**config.mk**
```make
export PLATFORM = sky130hd
export DESIGN_NAME = tefm_flag_mask_unit
export DESIGN_NICKNAME = d
export VERILOG_FILES = /design/src/verilog/tefm_pkg.sv /design/src/verilog/tefm_flag_mask_unit.sv /design/src/verilog/tefm_event_detect.sv /design/src/verilog/tefm_irq_combine.sv
export SDC_FILE = /design/constraint.sdc
export NUM_CORES = 1
export LEC_CHECK = 0
export BUFFER_PORTS_ARGS = -buffer_cell sky130_fd_sc_hd__buf_2
export CAP_MARGIN = 20
export CORE_AREA = 4 4 135 137
export DETAILED_ROUTE_END_ITERATION = 8
export DIE_AREA = 0 0 139 141
export HOLD_SLACK_MARGIN = 0.05
export PLACE_DENSITY = 0.55
export SLEW_MARGIN = 10
export SYNTH_ARGS = -nofsm -noshare
export SYNTH_HDL_FRONTEND = slang
export SYNTH_HIERARCHICAL = 1
export SYNTH_SLANG_ARGS = --single-unit
```
**constraint.sdc**
```tcl
create_clock -name clk_i -period 6 [get_ports clk_i]
set_clock_uncertainty 0.2 [all_clocks]
set_input_delay 0.9 -clock clk_i [delete_from_list [all_inputs] [get_ports clk_i]]
set_output_delay 0.9 -clock clk_i [all_outputs]
set_load 0.02 [all_outputs]
```
**src/verilog/tefm_pkg.sv**
```systemverilog
package tefm_pkg;

  // register byte addresses within the module window
  localparam logic [15:0] MASK_ADDR = 16'hF920;
  localparam logic [15:0] FLAG_ADDR = 16'hF922;

  localparam logic [15:0] MASK_RESET = 16'h0000;
  localparam logic [15:0] FLAG_RESET = 16'h0000;

  // flag and enable positions, shared by both words
  localparam int BIT_CH45 = 15;
  localparam int BIT_CMP4 = 14;
  localparam int BIT_CMP1 = 11;
  localparam int BIT_CAP3 = 10;
  localparam int BIT_CAP1 = 8;
  localparam int BIT_WRAP = 7;
  localparam int BIT_ACOV = 5;
  localparam int BIT_ACEV = 4;

  // implemented bits of each word
  localparam logic [15:0] FLAG_IMPL = 16'hFFB0;
  localparam logic [15:0] MASK_IMPL = 16'hFFBF;
  localparam logic [15:0] IRQ_SRC = 16'hFFB0;

  localparam logic [15:0] CNT_MAX = 16'hFFFF;
  localparam logic [7:0] ACC_MAX = 8'hFF;

  localparam int NUM_CMP = 4;
  localparam int NUM_CAP = 3;

  // one register-bus access
  typedef struct packed {
    logic [15:0] addr;
    logic rd;
    logic wr;
    logic [1:0] be;
    logic [15:0] wdata;
  } tefm_bus_s;

  // one clock of hardware events
  typedef struct packed {
    logic [NUM_CMP-1:0] cmp_match;
    logic [NUM_CAP-1:0] cap_edge;
    logic ch45_cap_edge;
    logic ch45_cmp_match;
    logic ch45_is_capture;
    logic cnt_wrap;
    logic acc_wrap;
    logic acc_event;
  } tefm_evt_s;

  // prescaler controls held in the low mask nibble
  typedef struct packed {
    logic prescaler_out_select;
    logic [2:0] prescale_select;
  } tefm_presc_s;

  typedef enum logic [1:0] {
    ACC_EVENT_COUNT = 2'h1,
    ACC_GATED_TIME = 2'h2
  } tefm_accmode_e;

endpackage : tefm_pkg

```
**src/verilog/tefm_flag_mask_unit.sv**
```systemverilog
// Functional notes
// RULE1 - flag and mask words byte or word accessible
// RULE2 - both words reset to zero
// RULE3 - enabled set flag raises interrupt request
// RULE4 - flag word layout, unused bits read zero
// RULE5 - counter equals compare value sets flag
// RULE6 - selected capture edge sets flag
// RULE7 - shared flag follows capture or compare-5 function
// RULE8 - counter rollover sets wrap flag
// RULE9 - accumulator rollover sets accumulator wrap flag
// RULE10 - event mode: active edge sets event flag
// RULE11 - gated mode: period end sets event flag
// RULE12 - no request when enable bit clear
// RULE13 - flags set regardless of enables
// RULE14 - uncleared enabled flag keeps request pending
// RULE15 - mask word layout, bit six zero
// RULE16 - low mask nibble drives prescaler select
// RULE17 - shared enable gates active shared function
// RULE18 - clear needs read-while-set then zero write
// RULE19 - new event between read and clear keeps flag
// RULE20 - software writes never set flags
// RULE21 - request is OR of flag AND enable
`timescale 1ns/1ps
module tefm_flag_mask_unit
  import tefm_pkg::*;
#(
  parameter int CNT_W = 16,
  parameter int ACC_W = 8
) (
  input wire logic clk_i, // module clock, 20 MHz
  input wire logic rst_n_i, // sync reset, active low
  input tefm_bus_s bus_i, // register access
  output logic [15:0] rdata_o, // read data
  output logic ack_o, // access answered
  input wire logic [CNT_W-1:0] free_run_counter_i, // timer count
  input wire logic [NUM_CMP-1:0][CNT_W-1:0] cmp_val_i, // compare 1..4 values
  input wire logic [CNT_W-1:0] cmp5_val_i, // compare 5 value
  input wire logic [NUM_CAP-1:0] cap_edge_i, // selected capture edges
  input wire logic ch45_edge_i, // selected edge on shared pin
  input wire logic ch45_is_capture_i, // shared pin used for capture
  input wire logic [ACC_W-1:0] accum_count_i, // accumulator counter
  input wire logic accum_input_pin_i, // accumulator input pin
  input wire logic accum_active_high_i, // active input polarity
  input wire logic accum_gated_mode_i, // accumulator mode select
  output tefm_presc_s presc_o, // prescaler controls
  output logic irq_o, // module interrupt request
  output logic [15:0] pending_o // flag AND enable per bit
);

  logic [15:0] event_flags;
  logic [15:0] enable_mask;
  logic [15:0] armed; // flags read while set, eligible for clearing
  logic [15:0] rdata;
  logic ack;
  tefm_evt_s evt;

  tefm_event_detect #(
    .CNT_W(CNT_W),
    .ACC_W(ACC_W)
  ) u_detect (
    .clk_i(clk_i),
    .rst_n_i(rst_n_i),
    .free_run_counter_i(free_run_counter_i),
    .cmp_val_i(cmp_val_i),
    .cmp5_val_i(cmp5_val_i),
    .cap_edge_i(cap_edge_i),
    .ch45_edge_i(ch45_edge_i),
    .ch45_is_capture_i(ch45_is_capture_i),
    .accum_count_i(accum_count_i),
    .accum_input_pin_i(accum_input_pin_i),
    .accum_active_high_i(accum_active_high_i),
    .accum_gated_mode_i(accum_gated_mode_i),
    .evt_o(evt)
  );

  tefm_irq_combine u_irq (
    .flags_i(event_flags),
    .enables_i(enable_mask),
    .irq_o(irq_o),
    .pending_o(pending_o)
  );

  // byte-lane mask from the two byte enables
  function automatic logic [15:0] lane_mask(input logic [1:0] be);
    lane_mask = {{8{be[1]}}, {8{be[0]}}};
  endfunction : lane_mask

  wire hit_mask = (bus_i.addr == MASK_ADDR);
  wire hit_flag = (bus_i.addr == FLAG_ADDR);
  wire [15:0] lanes = lane_mask(bus_i.be); // RULE1
  wire mask_wr = bus_i.wr && hit_mask;
  wire flag_wr = bus_i.wr && hit_flag;
  wire flag_rd = bus_i.rd && hit_flag;

  // event word in flag positions; enables are not consulted
  wire [15:0] set_vec = {
    evt.ch45_cap_edge | evt.ch45_cmp_match, // RULE7
    evt.cmp_match[3], evt.cmp_match[2], evt.cmp_match[1], evt.cmp_match[0],
    evt.cap_edge[2], evt.cap_edge[1], evt.cap_edge[0],
    evt.cnt_wrap, 1'b0, evt.acc_wrap, evt.acc_event, 4'h0
  } & FLAG_IMPL; // RULE4 RULE13

  // zero written into an armed, enabled lane clears; ones are ignored
  wire [15:0] clr_vec = flag_wr ? (lanes & ~bus_i.wdata & armed) : 16'h0000; // RULE18 RULE20

  // set wins over clear, so a fresh event survives the clearing write
  wire [15:0] next_event_flags = (event_flags & ~clr_vec) | set_vec; // RULE19

  wire [15:0] next_enable_mask = mask_wr
    ? ((enable_mask & ~lanes) | (bus_i.wdata & lanes & MASK_IMPL)) // RULE15
    : enable_mask;

  // a read arms only bits that were set and on the lanes read;
  // a fresh set after the read is not armed, so it cannot be lost
  wire [15:0] rd_arm = flag_rd ? (event_flags & lanes) : 16'h0000; // RULE18
  wire [15:0] next_armed = ((armed & ~clr_vec) | rd_arm) & ~set_vec; // RULE19

  wire [15:0] read_word = hit_flag ? (event_flags & FLAG_IMPL) // RULE4
                        : hit_mask ? (enable_mask & MASK_IMPL) // RULE15
                        : 16'h0000;
  wire [15:0] next_rdata = bus_i.rd ? (read_word & lanes) : rdata; // RULE1

  always_ff @(posedge clk_i) begin
    if (!rst_n_i) begin
      event_flags <= FLAG_RESET; // RULE2
      enable_mask <= MASK_RESET; // RULE2
      armed <= 16'h0000;
      rdata <= 16'h0000;
      ack <= 1'b0;
    end else begin
      event_flags <= next_event_flags;
      enable_mask <= next_enable_mask;
      armed <= next_armed;
      rdata <= next_rdata;
      ack <= bus_i.rd || bus_i.wr;
    end
  end

  assign rdata_o = rdata;
  assign ack_o = ack;
  assign presc_o = enable_mask[3:0]; // RULE16

endmodule : tefm_flag_mask_unit

```
**src/verilog/tefm_event_detect.sv**
```systemverilog
`timescale 1ns/1ps
module tefm_event_detect
  import tefm_pkg::*;
#(
  parameter int CNT_W = 16,
  parameter int ACC_W = 8
) (
  input wire logic clk_i, // module clock
  input wire logic rst_n_i, // sync reset, active low
  input wire logic [CNT_W-1:0] free_run_counter_i, // timer count
  input wire logic [NUM_CMP-1:0][CNT_W-1:0] cmp_val_i, // compare 1..4 values
  input wire logic [CNT_W-1:0] cmp5_val_i, // compare 5 value
  input wire logic [NUM_CAP-1:0] cap_edge_i, // selected capture edges 1..3
  input wire logic ch45_edge_i, // selected edge on shared pin
  input wire logic ch45_is_capture_i, // shared pin used for capture
  input wire logic [ACC_W-1:0] accum_count_i, // accumulator counter
  input wire logic accum_input_pin_i, // accumulator input level
  input wire logic accum_active_high_i, // active level/edge of input
  input wire logic accum_gated_mode_i, // 1 gated time, 0 event count
  output tefm_evt_s evt_o // events of this clock
);

  logic [CNT_W-1:0] cnt_prev;
  logic [ACC_W-1:0] acc_prev;
  logic pin_prev;

  // compare only on a counter change, so one match sets its flag once
  wire cnt_moved = (free_run_counter_i != cnt_prev);
  wire pin_act = (accum_input_pin_i == accum_active_high_i);
  wire prev_act = (pin_prev == accum_active_high_i);

  always_ff @(posedge clk_i) begin
    if (!rst_n_i) begin
      cnt_prev <= '0;
      acc_prev <= '0;
      pin_prev <= 1'b0;
    end else begin
      cnt_prev <= free_run_counter_i;
      acc_prev <= accum_count_i;
      pin_prev <= accum_input_pin_i;
    end
  end

  genvar g;
  generate
    for (g = 0; g < NUM_CMP; g++) begin : g_cmp
      assign evt_o.cmp_match[g] = cnt_moved && (free_run_counter_i == cmp_val_i[g]); // RULE5
    end
  endgenerate

  assign evt_o.cap_edge = cap_edge_i; // RULE6
  assign evt_o.ch45_cap_edge = ch45_is_capture_i && ch45_edge_i; // RULE7
  assign evt_o.ch45_cmp_match = !ch45_is_capture_i && cnt_moved
    && (free_run_counter_i == cmp5_val_i); // RULE7
  assign evt_o.ch45_is_capture = ch45_is_capture_i;
  assign evt_o.cnt_wrap = (cnt_prev == CNT_MAX[CNT_W-1:0]) && (free_run_counter_i == '0); // RULE8
  assign evt_o.acc_wrap = (acc_prev == ACC_MAX[ACC_W-1:0]) && (accum_count_i == '0); // RULE9
  // event count: entering active; gated: leaving active ends the period
  assign evt_o.acc_event = accum_gated_mode_i ? (prev_act && !pin_act) // RULE11
                                              : (!prev_act && pin_act); // RULE10

endmodule : tefm_event_detect

```
**src/verilog/tefm_irq_combine.sv**
```systemverilog
`timescale 1ns/1ps
module tefm_irq_combine
  import tefm_pkg::*;
(
  input wire logic [15:0] flags_i, // event flag word
  input wire logic [15:0] enables_i, // enable mask word
  output logic irq_o, // module request
  output logic [15:0] pending_o // pending sources
);

  // prescaler nibble never reaches the request
  assign pending_o = flags_i & enables_i & IRQ_SRC; // RULE3 RULE12 RULE17
  assign irq_o = |pending_o; // RULE21 RULE14

endmodule : tefm_irq_combine

```
# After elaboration in Yosys (flattened, before gate mapping)
# Index checks and enable logic that the tools add are counted.
# op_classes
eq_ne,12
mux,5
bitwise_logic,18
reduce_logical,21
# ops
op,n
16-bit AND,10
16-bit == test,5
16-bit two-way mux,4
16-bit inverter,4
"16-bit == test, second input constant",3
16-bit bitwise OR,3
16-bit zero test,1
16-bit != test,1
1-bit logical AND,14
11-bit OR reduction,1
"8-bit == test, second input constant",1
8-bit zero test,1
1-bit zero test,3
1-bit == test,2
1-bit logical OR,1
1-bit two-way mux,1
1-bit bitwise OR,1
# word_totals
ff_bits,90
in_bits,150
output_inout_bits,38
wordCells,64

# Longest topological paths before layout
# depth
ltp_word,8
depth_mapped,9
ltp_nobuf,8

# Cells and area by module
# The synthesis kept the hierarchy.
# by_module_without_submodules
mod,instances,cells_per_inst,area_each_um2,seq_area_each_um2
tefm_flag_mask_unit,1,340,2793.9,1281.2
tefm_event_detect,1,227,2104.5,500.5
tefm_irq_combine,1,22,146.4,0.0

# Least setup slack after synthesis
# No wires, ideal clock.
# synth_timing
path_type,input-to-reg
from,input free_run_counter_i[13]
to,register armed[11]
setup_ns,0.074
t_arrival_ns,2.348
required_time_ns,5.726
path_slack_ns,3.378
path_stages,7
n_path_buf,1
path_cell_list,buf_2 xnor2_1 nand4_1 nor4_4 nor2_1 or4_1 o21ai_0
# synth_rtl
element,line,text
from (decl),tefm_flag_mask_unit.sv:35,"input wire logic [CNT_W-1:0] free_run_counter_i,"
to (signal assigned),tefm_flag_mask_unit.sv:133,armed <= next_armed;
to (decl),tefm_flag_mask_unit.sv:52,logic [15:0] armed;

==> metrics.md <==
| Metric | Value |
|---|---|
| Final wirelength | 15.0 mm |
| Most frequent cells in the layout | buf_2, xor2_1, dfxtp_1 |
| Worst path cell trace | buf_2, nor4b_2, nand3_1, nor4b_2, clkbuf_4, mux2i_1 |
| Post-synthesis cell count | 550 |
| Mean Syn Cell Area | 8.53 µm² |
| Die area | 19,600 µm² |
| Final Hold Fails | 0 |
| Placement Setup Slack | between 2000 and 3000 ps |
| RSZ-0062 raised after global routing | no |
| Critical path startpoint category | input pin |
| CTS tree | yes |
| Total number of vias | 4,334 |
| Reg2reg path depth | 6 |
| Status | completed |
| Layout cell share with drive strength beyond 1 | 0.308 |
| Final setup viols | 0 |
| Setup TNS | 0 ps |
| LEAKAGE | 2.47 nW |
| Congestion Overflow GR | 0 |
| Tcrit/Tclk final | 0.460 |
| Setup CP Type | in -> reg |
| Final min period | about 2800 ps |
| Mapped cell area | 4690 µm² |
| Die W | about 140 µm |
| Hold Path Cell Cnt | 1 |
| Core box area | 17,100 µm² |
| Area Growth Syn to Fin | 26.6% |
| Max Cap Viol | 0 |
| Critical Path AT | 2840 ps |
| Dpl hpwl | 11.7 mm |
| Clk pin slew, worst setup/hold paths | 60 ps |
| Vias in the first global route | 4,276 |
| Initial antenna violation count | 2 |
| Residual DRC | 0 |
| Routed Antenna Nets | 0 |
| Worst hold path type | reg -> reg |
| FMAX | 362 MHz |
| Slew HR | 0.422 |
| Clk pwr share | 0.451 |
| Crit path capture type | flop |
| Antenna fix cells | 0 |
| Drt first pass iters | 4 |
| Max-slew violations | 0 |
| Clk_lat worst skew | 340 ps |
| Wire length per cell | ~16 µm |
| DRT iter0 DRCs | 207 |
| Hold_buf cts | 0 |
| Critical-path top delay cell | nor4b_2 |
| Die height | 141 µm |
| Required @ worst endpoint | 6070 ps |
| Final worst slack | 3240 ps |
| Cell Rows | 48 |
| Switching pwr | roughly 0.33 mW |
| Comb power frac | 0.138 |
| Reg-to-reg setup timing slack | 3790 ps |
| Clk buf depth | 2 |
| Largest net degree at the start of global routing | 67 |
| Sw frac | 0.252 |
| Pwr/cell area | 220 nW/µm² |
| Initial Utilization | 0.275 |
| Synth warn | 6 |
| Routability cong. | 0.838 |
| Post-CTS resize count | 0 |
| Slew @ Worst Pin | 866 ps |
| Commonest non-fill, non-tap cell in the layout | buf_2 |
| Total GRT Usage | 0.152 |
| I/O pin cnt | around 190 |
| Post-CTS Setup Inserts | 0 |
| CTS buffer count | 9 |
| Overall Power | 1.31 mW |
| H-tree levels | 3 |
| CP dominant cell by count | nor4b_2 |
| Clock root cell | clkbuf_16 |
| First-pass GRT wire length | 23.4 mm |
| Fillers | 1,868 |
| P_int | 0.979 mW |
| Clock Sinks | 78 |
| Worst path max stage delay | 510 ps |
| CP max FO | 6 |
| Vias per cell | around 4.7 |
| I/O Buffers | 180 |
| Sequential share of power | 0.411 |
| Nets | between 800 and 900 |
| VDD IR max | 0.122 mV |
==> worst max-delay path: cells and delay by family <==
| family | cells | cell delay, ps |
|---|---|---|
| simple gates | 3 | 1320 |
| buf+inv | 2 | 420 |
| mux | 1 | 180 |
==> power groups by stage <==
stage	clock network, mW	logic [mW]	registers, mW
floorplan	0	0.111	0.548
global placement	0	0.179	0.549
detailed placement	0	0.181	0.549
CTS	0.607	0.182	0.537
global route	0.630	0.200	0.538
finish	0.590	0.180	0.537
==> final timing paths <==
path                               startpoint                          to
min                      armed[11]$_SDFF_PN0_  event_flags[11]$_SDFF_PN0_
max                                 bus_i[24]                        flop
min reg2reg              armed[11]$_SDFF_PN0_  event_flags[11]$_SDFF_PN0_
max reg2reg  u_detect/cnt_prev[10]$_SDFF_PN0_        armed[11]$_SDFF_PN0_
==> layout make-up <==
cell class / count / area, µm² / area share
Clock inverter: 7 / 96.3 / 0.0162
Tap cell: 225 / 282 / 0.0474
Multi-Input combinational cell: 408 / 2770 / 0.467
Timing Repair Buffer: 184 / 935 / 0.157
Clock buffer: 9 / 225 / 0.0379
Inverter: 18 / 67.6 / 0.0114
Sequential cell: 78 / 1560 / 0.263
==> per-layer routing <==
metal	vias up	wire, µm	global-route usage
li1	2202	-	-
met1	1982	6600	0.197
met2	126	7100	0.246
met3	20	971	0.0339
met4	4	303	0.0597
met5	-	20	0
==> stage by stage <==
stage,cells,util,cell area (µm²),hold WS [ps]
after CTS,927,0.347,5920,237
after global placement,911,0.328,5600,225
after global routing,929,0.348,5940,258
after detailed placement,911,0.328,5600,232
final,929,0.348,5940,235
after floorplan,554,-,4710,214
(Power assumes the default switching activity.)
